## src/hdl/p3g_pkg.sv

```systemverilog
/*
  p3g_pkg: constants shared by the port 3 pin multiplexer files.
  assumes: 16-bit register addresses and 8-bit register data.
*/
package p3g_pkg;
  localparam int P3G_PINS = 8;
  localparam int P3G_ADDR_W = 16;
  localparam int P3G_SYNC_STAGES = 2;

  // register addresses as printed
  localparam logic [15:0] P3G_FUNC_SEL_ADDR = 16'hffca;
  localparam logic [15:0] P3G_DATA_LATCH_ADDR = 16'hffd6;
  localparam logic [15:0] P3G_PULLUP_ADDR = 16'hffe1;
  localparam logic [15:0] P3G_DIR_ADDR = 16'hffe6;

  // reset and fixed read values
  localparam logic [7:0] P3G_REG_RESET = 8'h00;
  localparam logic [7:0] P3G_DIR_READ_VAL = 8'hff;
  localparam logic [7:0] P3G_UNMAPPED_VAL = 8'h00;

  // pin positions of the alternate functions
  localparam int P3G_PIN_CLK_ONE = 0;
  localparam int P3G_PIN_DIN_ONE = 1;
  localparam int P3G_PIN_DOUT_ONE = 2;
  localparam int P3G_PIN_CLK_TWO = 3;
  localparam int P3G_PIN_DIN_TWO = 4;
  localparam int P3G_PIN_DOUT_TWO = 5;
  localparam int P3G_PIN_STROBE = 6;
  localparam int P3G_PIN_CS = 7;

  // clock source code that makes channel 2 take its clock from the pin
  localparam logic [2:0] P3G_CKS_EXT_IN = 3'h7;
  // level handed to an on-chip function whose pin is not selected
  localparam logic P3G_IDLE_IN = 1'b1;

  // kind of alternate function on a pin, one-hot
  typedef enum logic [2:0] {
    P3G_ALT_IN = 3'b001,
    P3G_ALT_OUT = 3'b010,
    P3G_ALT_BIDIR = 3'b100
  } p3g_kind_t;

  // kind per pin, index 0 is pin 0
  localparam p3g_kind_t P3G_PIN_KIND [0:7] = '{
    P3G_ALT_BIDIR, P3G_ALT_IN, P3G_ALT_OUT, P3G_ALT_BIDIR,
    P3G_ALT_IN, P3G_ALT_OUT, P3G_ALT_OUT, P3G_ALT_IN
  };
endpackage

```

## src/hdl/p3g_port3.sv

```systemverilog
/*
  p3g_port3: port 3 general i/o with per-pin alternate function routing.
  holds the data latch, direction, pull-up and function select registers,
  the register read path, and the registered pad and function signals.
  assumes: a plain one-cycle register port on core_clk; pad pins are
  asynchronous and synchronised here; on-chip function signals share
  core_clk; the pad ring resolves pad_out and pad_oe into the wire.
*/
// Decided for this implementation: the strobed register port.
`timescale 1ns/10ps
module p3g_port3
  import p3g_pkg::*;
#(
  parameter int PINS = P3G_PINS,
  parameter int SYNC_STAGES = P3G_SYNC_STAGES
) (
  input wire logic core_clk,
  input wire logic rst_n,
  // register port
  input wire logic [P3G_ADDR_W-1:0] reg_addr,
  input wire logic [7:0] reg_wr_data,
  input wire logic reg_wr_en,
  input wire logic reg_rd_en,
  output logic [7:0] reg_rd_data,
  // package pins
  input wire logic [PINS-1:0] pad_in,
  output logic [PINS-1:0] pad_out,
  output logic [PINS-1:0] pad_oe,
  output logic [PINS-1:0] pad_pullup,
  // on-chip function side
  input wire logic strobe_out,
  input wire logic serial_two_data_out,
  input wire logic serial_two_clock_out,
  input wire logic [2:0] serial_clock_source_field,
  input wire logic serial_one_data_out,
  input wire logic serial_one_clock_out,
  input wire logic serial_one_clock_oe,
  output logic chip_select_n,
  output logic serial_two_data_in,
  output logic serial_two_clock_in,
  output logic serial_one_data_in,
  output logic serial_one_clock_in
);

  ////////////////////////////////////////////////////////////////////////////
  // elaboration checks

  // the function map is fixed to eight pins
  if (PINS != P3G_PINS) begin : g_chk_pins
    $error("p3g_port3 supports exactly eight pins");
  end

  // a single flop would not settle a pad level
  if (SYNC_STAGES < 2) begin : g_chk_sync
    $error("p3g_port3 needs at least two sync stages");
  end

  ////////////////////////////////////////////////////////////////////////////
  // declarations

  logic [7:0] data_latch_ff;
  logic [7:0] dir_ctrl_ff;
  logic [7:0] pullup_ctrl_ff;
  logic [7:0] func_sel_ff;
  logic [7:0] rd_data_ff;
  logic [7:0] nxt_rd_data;
  logic [PINS-1:0] pad_out_ff;
  logic [PINS-1:0] pad_oe_ff;
  logic [PINS-1:0] pad_pullup_ff;
  logic [PINS-1:0] nxt_pad_out;
  logic [PINS-1:0] nxt_pad_oe;
  logic [PINS-1:0] nxt_pad_pullup;
  logic [PINS-1:0] pin_level;
  logic [PINS-1:0] port_read_val;
  logic [PINS-1:0] alt_out;
  logic [PINS-1:0] alt_oe;
  logic chip_select_n_ff;
  logic serial_two_data_in_ff;
  logic serial_two_clock_in_ff;
  logic serial_one_data_in_ff;
  logic serial_one_clock_in_ff;
  logic clk_two_ext_in;
  logic sel_func_sel;
  logic sel_data_latch;
  logic sel_pullup;
  logic sel_dir;

  ////////////////////////////////////////////////////////////////////////////
  // address decode

  // full 16-bit compare so aliases never hit a register
  assign sel_func_sel = (reg_addr == P3G_FUNC_SEL_ADDR);
  assign sel_data_latch = (reg_addr == P3G_DATA_LATCH_ADDR);
  assign sel_pullup = (reg_addr == P3G_PULLUP_ADDR);
  assign sel_dir = (reg_addr == P3G_DIR_ADDR);

  ////////////////////////////////////////////////////////////////////////////
  // registers

  // output data latch
  always_ff @(posedge core_clk) begin
    if (!rst_n) begin
      data_latch_ff <= P3G_REG_RESET;
    end else if (reg_wr_en && sel_data_latch) begin
      data_latch_ff <= reg_wr_data;
    end
  end

  // direction register; reads back as all ones, but its bits pick latch or pin level on data reads
  always_ff @(posedge core_clk) begin
    if (!rst_n) begin
      dir_ctrl_ff <= P3G_REG_RESET;
    end else if (reg_wr_en && sel_dir) begin
      dir_ctrl_ff <= reg_wr_data;
    end
  end

  // pull-up enables
  always_ff @(posedge core_clk) begin
    if (!rst_n) begin
      pullup_ctrl_ff <= P3G_REG_RESET;
    end else if (reg_wr_en && sel_pullup) begin
      pullup_ctrl_ff <= reg_wr_data;
    end
  end

  // function select
  always_ff @(posedge core_clk) begin
    if (!rst_n) begin
      func_sel_ff <= P3G_REG_RESET;
    end else if (reg_wr_en && sel_func_sel) begin
      func_sel_ff <= reg_wr_data;
    end
  end

  ////////////////////////////////////////////////////////////////////////////
  // pad input synchronisation

  // pad levels are asynchronous to core_clk
  p3g_sync #(
    .WIDTH(PINS),
    .STAGES(SYNC_STAGES)
  ) u_pad_sync (
    .core_clk(core_clk),
    .rst_n(rst_n),
    .async_in(pad_in),
    .sync_out(pin_level)
  );

  ////////////////////////////////////////////////////////////////////////////
  // read path

  // per-bit choice between latch and pin level
  always_comb begin
    for (int i = 0; i < PINS; i++) begin
      if (dir_ctrl_ff[i]) begin
        port_read_val[i] = data_latch_ff[i];
      end else begin
        port_read_val[i] = pin_level[i];
      end
    end
  end

  // read mux; unmapped addresses answer zero
  always_comb begin
    nxt_rd_data = P3G_UNMAPPED_VAL;
    if (sel_data_latch) begin
      nxt_rd_data = port_read_val;
    end else if (sel_dir) begin
      nxt_rd_data = P3G_DIR_READ_VAL;
    end else if (sel_pullup) begin
      nxt_rd_data = pullup_ctrl_ff;
    end else if (sel_func_sel) begin
      nxt_rd_data = func_sel_ff;
    end
  end

  // read data stands one cycle only, zero otherwise
  always_ff @(posedge core_clk) begin
    if (!rst_n) begin
      rd_data_ff <= P3G_UNMAPPED_VAL;
    end else if (reg_rd_en) begin
      rd_data_ff <= nxt_rd_data;
    end else begin
      rd_data_ff <= P3G_UNMAPPED_VAL;
    end
  end

  ////////////////////////////////////////////////////////////////////////////
  // alternate function drive sources

  assign clk_two_ext_in = (serial_clock_source_field == P3G_CKS_EXT_IN);

  // gather drive values and enables; input-only pins carry zero
  always_comb begin
    alt_out = '0;
    alt_oe = '0;
    alt_out[P3G_PIN_STROBE] = strobe_out;
    alt_out[P3G_PIN_DOUT_TWO] = serial_two_data_out;
    alt_out[P3G_PIN_CLK_TWO] = serial_two_clock_out;
    alt_oe[P3G_PIN_CLK_TWO] = !clk_two_ext_in;
    alt_out[P3G_PIN_DOUT_ONE] = serial_one_data_out;
    alt_out[P3G_PIN_CLK_ONE] = serial_one_clock_out;
    alt_oe[P3G_PIN_CLK_ONE] = serial_one_clock_oe;
  end

  ////////////////////////////////////////////////////////////////////////////
  // per-pin routing

  for (genvar g = 0; g < PINS; g++) begin : g_pin
    p3g_pin_cell #(
      .KIND(P3G_PIN_KIND[g])
    ) u_cell (
      .func_sel(func_sel_ff[g]),
      .dir(dir_ctrl_ff[g]),
      .latch(data_latch_ff[g]),
      .alt_out(alt_out[g]),
      .alt_oe(alt_oe[g]),
      .nxt_pad_out(nxt_pad_out[g]),
      .nxt_pad_oe(nxt_pad_oe[g])
    );
  end

  // pull-up on undriven pins whose direction bit is clear
  // a driven pin never gets the pull-up, so no fight with the driver
  assign nxt_pad_pullup = pullup_ctrl_ff & ~dir_ctrl_ff & ~nxt_pad_oe;

  ////////////////////////////////////////////////////////////////////////////
  // registered pad controls

  // registering costs a cycle but keeps the pads glitch free
  always_ff @(posedge core_clk) begin
    if (!rst_n) begin
      pad_out_ff <= '0;
    end else begin
      pad_out_ff <= nxt_pad_out;
    end
  end

  always_ff @(posedge core_clk) begin
    if (!rst_n) begin
      pad_oe_ff <= '0;
    end else begin
      pad_oe_ff <= nxt_pad_oe;
    end
  end

  // pull-up controls, off in reset
  always_ff @(posedge core_clk) begin
    if (!rst_n) begin
      pad_pullup_ff <= '0;
    end else begin
      pad_pullup_ff <= nxt_pad_pullup;
    end
  end

  ////////////////////////////////////////////////////////////////////////////
  // inputs handed to on-chip functions

  // unselected functions see an idle high level
  always_ff @(posedge core_clk) begin
    if (!rst_n) begin
      chip_select_n_ff <= P3G_IDLE_IN;
    end else if (func_sel_ff[P3G_PIN_CS]) begin
      chip_select_n_ff <= pin_level[P3G_PIN_CS];
    end else begin
      chip_select_n_ff <= P3G_IDLE_IN;
    end
  end

  // channel two data in
  always_ff @(posedge core_clk) begin
    if (!rst_n) begin
      serial_two_data_in_ff <= P3G_IDLE_IN;
    end else if (func_sel_ff[P3G_PIN_DIN_TWO]) begin
      serial_two_data_in_ff <= pin_level[P3G_PIN_DIN_TWO];
    end else begin
      serial_two_data_in_ff <= P3G_IDLE_IN;
    end
  end

  // channel two clock in, only while the pin is a clock input
  always_ff @(posedge core_clk) begin
    if (!rst_n) begin
      serial_two_clock_in_ff <= P3G_IDLE_IN;
    end else if (func_sel_ff[P3G_PIN_CLK_TWO] && clk_two_ext_in) begin
      serial_two_clock_in_ff <= pin_level[P3G_PIN_CLK_TWO];
    end else begin
      serial_two_clock_in_ff <= P3G_IDLE_IN;
    end
  end

  // channel one data in
  always_ff @(posedge core_clk) begin
    if (!rst_n) begin
      serial_one_data_in_ff <= P3G_IDLE_IN;
    end else if (func_sel_ff[P3G_PIN_DIN_ONE]) begin
      serial_one_data_in_ff <= pin_level[P3G_PIN_DIN_ONE];
    end else begin
      serial_one_data_in_ff <= P3G_IDLE_IN;
    end
  end

  // channel one clock in while the channel is not driving it
  always_ff @(posedge core_clk) begin
    if (!rst_n) begin
      serial_one_clock_in_ff <= P3G_IDLE_IN;
    end else if (func_sel_ff[P3G_PIN_CLK_ONE] && !serial_one_clock_oe) begin
      serial_one_clock_in_ff <= pin_level[P3G_PIN_CLK_ONE];
    end else begin
      serial_one_clock_in_ff <= P3G_IDLE_IN;
    end
  end

  ////////////////////////////////////////////////////////////////////////////
  // outputs

  assign reg_rd_data = rd_data_ff;
  assign pad_out = pad_out_ff;
  assign pad_oe = pad_oe_ff;
  assign pad_pullup = pad_pullup_ff;
  assign chip_select_n = chip_select_n_ff;
  assign serial_two_data_in = serial_two_data_in_ff;
  assign serial_two_clock_in = serial_two_clock_in_ff;
  assign serial_one_data_in = serial_one_data_in_ff;
  assign serial_one_clock_in = serial_one_clock_in_ff;

endmodule

```

## src/hdl/p3g_sync.sv

```systemverilog
/*
  p3g_sync: multi-bit level synchroniser for the package pin inputs.
  assumes: each bit is an independent level; no bus coherency needed.
*/
`timescale 1ns/10ps
module p3g_sync
  import p3g_pkg::*;
#(
  parameter int WIDTH = P3G_PINS,
  parameter int STAGES = P3G_SYNC_STAGES
) (
  input wire logic core_clk,
  input wire logic rst_n,
  input wire logic [WIDTH-1:0] async_in,
  output logic [WIDTH-1:0] sync_out
);
  logic [WIDTH-1:0] stage_ff [0:STAGES-1];

  // fewer than two stages would leave metastability exposed
  if (STAGES < 2) begin : g_chk
    $error("p3g_sync needs at least two stages");
  end

  // shift chain; only the next stage reads the first flop
  always_ff @(posedge core_clk) begin
    if (!rst_n) begin
      for (int i = 0; i < STAGES; i++) begin
        stage_ff[i] <= '0;
      end
    end else begin
      stage_ff[0] <= async_in;
      for (int i = 1; i < STAGES; i++) begin
        stage_ff[i] <= stage_ff[i-1];
      end
    end
  end

  assign sync_out = stage_ff[STAGES-1];
endmodule

```

## src/hdl/p3g_pin_cell.sv

```systemverilog
/*
  p3g_pin_cell: next drive value and enable for one port pin.
  assumes: the caller registers both results before they reach the pad.
*/
`timescale 1ns/10ps
module p3g_pin_cell
  import p3g_pkg::*;
#(
  parameter p3g_kind_t KIND = P3G_ALT_IN
) (
  input wire logic func_sel,
  input wire logic dir,
  input wire logic latch,
  input wire logic alt_out,
  input wire logic alt_oe,
  output logic nxt_pad_out,
  output logic nxt_pad_oe
);
  // general i/o when not selected, else the alternate function owns the pin
  always_comb begin
    nxt_pad_out = 1'b0;
    nxt_pad_oe = 1'b0;
    if (!func_sel) begin
      nxt_pad_oe = dir;
      nxt_pad_out = latch;
    end else begin
      case (KIND)
        P3G_ALT_IN: begin
          nxt_pad_oe = 1'b0;
          nxt_pad_out = 1'b0;
        end
        P3G_ALT_OUT: begin
          nxt_pad_oe = 1'b1;
          nxt_pad_out = alt_out;
        end
        P3G_ALT_BIDIR: begin
          nxt_pad_oe = alt_oe;
          nxt_pad_out = alt_out;
        end
        default: begin
          nxt_pad_oe = 1'b0;
          nxt_pad_out = 1'b0;
        end
      endcase
    end
  end
endmodule

```

## config.mk

```make
export PLATFORM = sky130hd
export DESIGN_NAME = p3g_port3
export DESIGN_NICKNAME = d
export VERILOG_FILES = /design/src/hdl/p3g_pkg.sv /design/src/hdl/p3g_port3.sv /design/src/hdl/p3g_sync.sv /design/src/hdl/p3g_pin_cell.sv
export SDC_FILE = /design/constraint.sdc
export NUM_CORES = 1
export LEC_CHECK = 0
export ABC_AREA = 1
export CAP_MARGIN = 20
export CORE_ASPECT_RATIO = 2
export CORE_MARGIN = 2
export CORE_UTILIZATION = 45
export CTS_CLUSTER_DIAMETER = 150
export DETAILED_ROUTE_END_ITERATION = 8
export DONT_BUFFER_PORTS = 1
export PLACE_DENSITY = 0.62
export SYNTH_ARGS = -nofsm -noshare
export SYNTH_HDL_FRONTEND = slang
export SYNTH_SLANG_ARGS = --single-unit
```

## constraint.sdc

```tcl
create_clock -name core_clk -period 1.4 [get_ports core_clk]
set_input_delay 0.14 -clock core_clk [delete_from_list [all_inputs] [get_ports core_clk]]
set_output_delay 0.14 -clock core_clk [all_outputs]
set_load 0.005 [all_outputs]
```

==> results of run 1 <==
state kept, by name, summed over array words and instances, names as in the netlist:
name	flops
pullup_ctrl_ff	8
serial_one_data_in	1
func_sel_ff	8
reg_rd_data	8
chip_select_n	1
u_pad_sync.stage_ff	16
pad_out	8
serial_one_clock_in	1
serial_two_clock_in	1
serial_two_data_in	1
pad_oe	8
pad_pullup	8
dir_ctrl_ff	8
data_latch_ff	8
logic make-up after synthesis:
family | count (synthesis)
flip-flops | 85
buffers and inverters | 88
AND/OR/NAND/NOR | 272
AO/OA/AOI/OAI | 22
repair_timing:
| item | in CTS | in global routing |
|---|---|---|
| hold buffers | 23 | 0 |
| resized for setup | 0 | 2 |
| endpoints found under the setup margin | 0 | 2 |
| hold endpoints to repair | 62 | 0 |
area by class of cell:
| type | instances | area [µm²] |
|---|---|---|
| clock buffer | 14 | 274 |
| clock inverter | 1 | 5.00 |
| fill | 715 | 3300 |
| inverter | 74 | 278 |
| multi-input combinational | 294 | 1310 |
| sequential | 85 | 1700 |
| tap | 92 | 115 |
| timing repair buffer | 30 | 290 |
worst reg2reg max path, stage by stage (launching register included):
cell	delay (ns)
dfxtp_1	0.36
inv_1	0.10
nor2_1	0.13
o21bai_1	0.14
nand3_1	0.08
nor2_1	0.08
final timing paths:
| check | endpoint | slack (ns) | cells after the start |
|---|---|---|---|
| max reg2reg | pad_pullup[0]$_SDFF_PN0_ | 0.43 | 5 |
| min reg2reg | u_pad_sync.stage_ff[0][9]$_SDFF_PN0_ | 0.41 | 2 |
| min | serial_two_clock_in$_SDFF_PN1_ | -0.001 | 3 |
| max | pullup_ctrl_ff[0]$_SDFFE_PN0P_ | 0.43 | 7 |
synth_stat cells, drive strengths merged:
library cell and number:
a21oi 7, buf 10, clkbuf 4, clkinv 1, dfxtp 85, inv 73, nand2 117, nand3 47
nand3b 1, nand4 2, nor2 97, nor3 8, o21ai 14, o21bai 1
power by group:
part | internal, W | switching [W]
sequential | 0.00244 | 0.00000648
clock | 0.00133 | 0.000864
combinational | 0.0000792 | 0.000105
stage by stage:
stage	instance area [µm²]	total power [W]	hold WS, ns	setup slack [ns]
final	3970	0.00483	-0.00115	0.432
after CTS	3970	0.00491	0.00402	0.0606
after global routing	3970	0.00504	0.0101	0.309
after global placement	3450	0.00260	0.222	0.167
after detailed placement	3450	0.00260	0.218	0.0983
after floorplan	3360	0.00260	0.238	0.269
layer usage:
metal	share of wire, %	vias up
li1	-	1457
met2	51	91
met1	40	1218
met3	5.5	13
met4	2.6	0
met5	0	-
==> metrics.txt, run 1 <==
worst path cell trace nand2_1, nor2_2, nand3_1, nor2_2, nand3_1, nand2_1, nor2_1; chip height 126 µm; CTS Buffer Depth 2; port bufs 0; antenna cells 0; simple-gate area share of the yosys netlist 35.3%; Layout area overhead 18.0%; row count 44; H-tree depth 3; crit-path max FO 8; hold_ws -0.00115 ns; Core Area 7270 µm²; clock skew 0.00516 ns; Startpoint Class primary input; largest family of logic cells by synthesized area simple AND/OR/NAND/NOR gates; die area 8230 µm²; post-layout minimum cycle time 0.968 ns; DR vias/cell 4.71; First-pass DRT Iterations 4; clk root buf clkbuf_16; Die W 65.1 µm; area leader, netlist dfxtp_1; clk slew on worst S/H paths 0.06 ns; multiplexer share of the synthesized area 0%; DRT antenna net count 0; clock sink count 85; GR Util All Layers 20.3%; worst path bufs/invs 0; WL/cell 12.9 µm; Finished Layout Cells 590; GR peak layer met2; Worst-Margin Slew 0.362 ns; fmax 1.03 GHz; pwr/cell area 1220 nW/µm²; CP max-delay cell nor2_2; commonest cells after routing, fill and taps aside nand2_1 (113), nor2_1 (90), dfxtp_1 (85); Worst Setup Path Type primary input to flip-flop; met1 Use GR 23.2%; final WL 7.62 mm; Post-Syn Area 3360 µm²; register area share after synthesis 50.6%; placed cells 553; initial antenna violation count 0; max_cap viols 0; total CTS buffers 9; Synth Area in Adders 0%; GR Util met2 34.1%; drt drc 0; RSZ-0062 raised after global routing false; final hold viol count 1; CTS tree done; reg2reg start func_sel_ff[0]$_SDFFE_PN0P_; nets 539; warnings from Yosys 0; Post-Syn Instances 467; failing checks hold timing; GR Util met3 5.27%; global-route wire length before repair 12.6 mm; Top Family by Delay on Critical Path simple AND/OR/NAND/NOR gates; vias in the first global route 2,642; synth unique cells 24; Worst setup EP type flip-flop; Initial Utilization 46.3%; largest net degree at the start of global routing 60; share of cells above drive strength 1 8.43%; Synth Net Count 512; leading cell type in the layout, fill and taps excluded nand2_1; CP required 1.63 ns; GRT Residual Overflow 0; Compound-Gate Fraction of Synth Area 3.35%; Final period util 69.1%; Slew HR 75.9%; final estimated routing congestion in global placement 0.824; initial DRC count 138; Mapped Avg Cell Area 7.20 µm²; Final Core Density 54.6%; Post-CTS Setup Inserts 0; Max Slew Vio Count 0; Clock Latency Late Sink 0.34 ns; CP max stage delay 0.33 ns; HP Start serial_clock_source_field[2]; Final setup viols 0; setup TNS 0 ns; #FFs+latches synth 85; Synth area leaders dfxtp_1 (51%), nand2_1 (13%), nor2_1 (10%); LEAKAGE 1.97 nW; Detail Placement HPWL 5.18 mm; XOR/XNOR Fraction of Synth Area 0%; HP Class primary input to flip-flop; vias post-DR 2,779; I/O Pins 82; Critical path origin reg_addr[7]; Critical Path AT 1.20 ns; status finished with violations; Peak VDD IR 0.000943 V; Synth top area share 50.6%
No activity file was read; power rests on OpenSTA's default activity.
==> run 2, diff against run 1 <==
==> constraint.sdc (replaced) <==
create_clock -name core_clk -period 1 [get_ports core_clk]
set_input_delay 0.1 -clock core_clk [delete_from_list [all_inputs] [get_ports core_clk]]
set_output_delay 0.1 -clock core_clk [all_outputs]
set_load 0.005 [all_outputs]
==> run 2 against run 1 <==
Net effect:
- the run still ends with hold timing left
- sequential power is 40% higher
- combinational power is 17% higher
- via count is 0.36% higher
- register-to-register slack worse by 0.35 ns
- cell area is 2.8% higher
- global-route usage is 0.65 points lower
- clock skew hardly changed
- flip-flop and latch count stayed put
- power is 43% higher
- sequential share of layout area is 1.1 points lower
- largest cell class unchanged
==> metrics.txt, run 2 (same netlist as run 1, synthesis figures left out) <==
vias post-DR 2,789; Peak VDD IR 0.00114 V; drt drc 0; largest register by flop count u_pad_sync.stage_ff; global-route wire length before repair 12.5 mm; CTS tree done; clock sink count 85; clk root buf clkbuf_16; GRT Residual Overflow 0; Max Slew Vio Count 0; min setup slack post-route 0.0830 ns; Area after DPL 3600 µm²; Slew HR 59.9%; Detail Placement HPWL 5.21 mm; H-tree depth 3; final hold viol count 58; clk slew on worst S/H paths 0.06 ns; multi-input logic area 1340 µm²; Worst Setup Path Type flip-flop to flip-flop; crit-path max FO 4; internal cell power 0.00551 W; share of cells above drive strength 1 13.1%; number of flip-flops in the largest register 16; Startpoint Class flip-flop; sw frac 20.1%; status finished with violations; CTS Buffer Depth 2; post-route cell area 4080 µm²; port bufs 0; post-layout minimum cycle time 0.917 ns; setup TNS 0 ns; row count 44; DRT antenna net count 0; I/O Pins 82; WL/cell 12.4 µm; LEAKAGE 2.03 nW; total CTS buffers 9; fmax 1.09 GHz; leading cell type in the layout, fill and taps excluded nand2_1; First-pass DRT Iterations 4; Worst-Margin Slew 0.598 ns; max_cap viols 0; filler cell count 738; GR Util All Layers 19.7%; Initial Utilization 46.3%; Core Area 7270 µm²; register area 1700 µm²; largest net degree at the start of global routing 62; final estimated routing congestion in global placement 0.832; initial DRC count 117; switching pwr 0.00138 W; die area 8230 µm²; Die W 65.1 µm; Clock Latency Late Sink 0.34 ns; nets 545; hold_ws -0.157 ns; Layout area overhead 21.3%; Critical Path AT 1.16 ns; commonest cells after routing, fill and taps aside nand2_1 (109), nor2_1 (88), dfxtp_1 (83); Clk pwr share 47.2%; DR vias/cell 4.67; Final period util 91.7%; clock skew 0.00469 ns; initial antenna violation count 0; Reg power frac 49.7%; Post-CTS Setup Inserts 0; Comb pwr share 3.1%; HP Class primary input to flip-flop; CP required 1.24 ns; antenna cells 0; Final setup viols 0; failing checks hold timing; final WL 7.41 mm; chip height 126 µm; dpl ws -0.164 ns; pwr/cell area 1690 nW/µm²; vias in the first global route 2,730; Worst setup EP type flip-flop
==> run 2: metrics by stage <==
stage          instances  utilization, %  power [W]  hold WS [ns]
2_1_floorplan        467               -    0.00365         0.198
3_3_place_gp         564            49.6    0.00365         0.183
3_5_place_dp         564            49.6    0.00365         0.184
4_1_cts              595            55.7    0.00698        -0.170
5_1_grt              597            56.1    0.00714        -0.170
6_report             597            56.1    0.00690        -0.157
==> run 2: worst max-delay path, stage by stage, from the launching register on <==
cell     delay [ns]
dfxtp_1        0.39
nand2_1        0.09
o21ai_2        0.07
nand3_1        0.09
nand2_1        0.06
inv_1          0.04
nand2_1        0.04
inv_1          0.03
==> run 2: area by class of cell <==
type | instances | share of cell area (%)
Tap cell | 92 | 2.82
Timing Repair Buffer | 36 | 8.59
Clock buffer | 12 | 6.04
Clock inverter | 4 | 1.17
Sequential cell | 85 | 41.8
Inverter | 74 | 6.81
Multi-Input combinational cell | 294 | 32.8
==> run 2: worst paths after layout <==
path | from | end | slack (ns) | cells past startpoint
min | rst_n | serial_two_data_in$_SDFF_PN1_ | -0.16 | 1
min reg2reg | u_pad_sync.stage_ff[0][1]$_SDFF_PN0_ | u_pad_sync.stage_ff[0][9]$_SDFF_PN0_ | 0.41 | 2
max reg2reg | dir_ctrl_ff[0]$_SDFFE_PN0P_ | reg_rd_data[0]$_SDFF_PN0_ | 0.08 | 7
max | dir_ctrl_ff[0]$_SDFFE_PN0P_ | reg_rd_data[0]$_SDFF_PN0_ | 0.08 | 7
==> run 2: timing repair <==
item	4_1_cts	5_1_grt
endpoints found under the setup margin	1	11
hold buffers	15	2
endpoints found under the hold margin	62	58
resized for setup	1	15
==> run 2: layer usage <==
metal / vias up / share of wire (%) / track usage, %
li1: 1473 / - / -
met4: 0 / 2.5 / 10.0
met1: 1235 / 43 / 23.2
met2: 67 / 50 / 32.3
met3: 14 / 5.1 / 5.27
met5: - / 0 / 0
==> run 2: power by group through the flow <==
stage,logic [W],registers [W],clock network [W]
final,0.000217,0.00343,0.00326
after global routing,0.000246,0.00343,0.00347
after CTS,0.000207,0.00342,0.00334
after detailed placement,0.000150,0.00350,0
after global placement,0.000146,0.00350,0
after floorplan,0.000156,0.00350,0
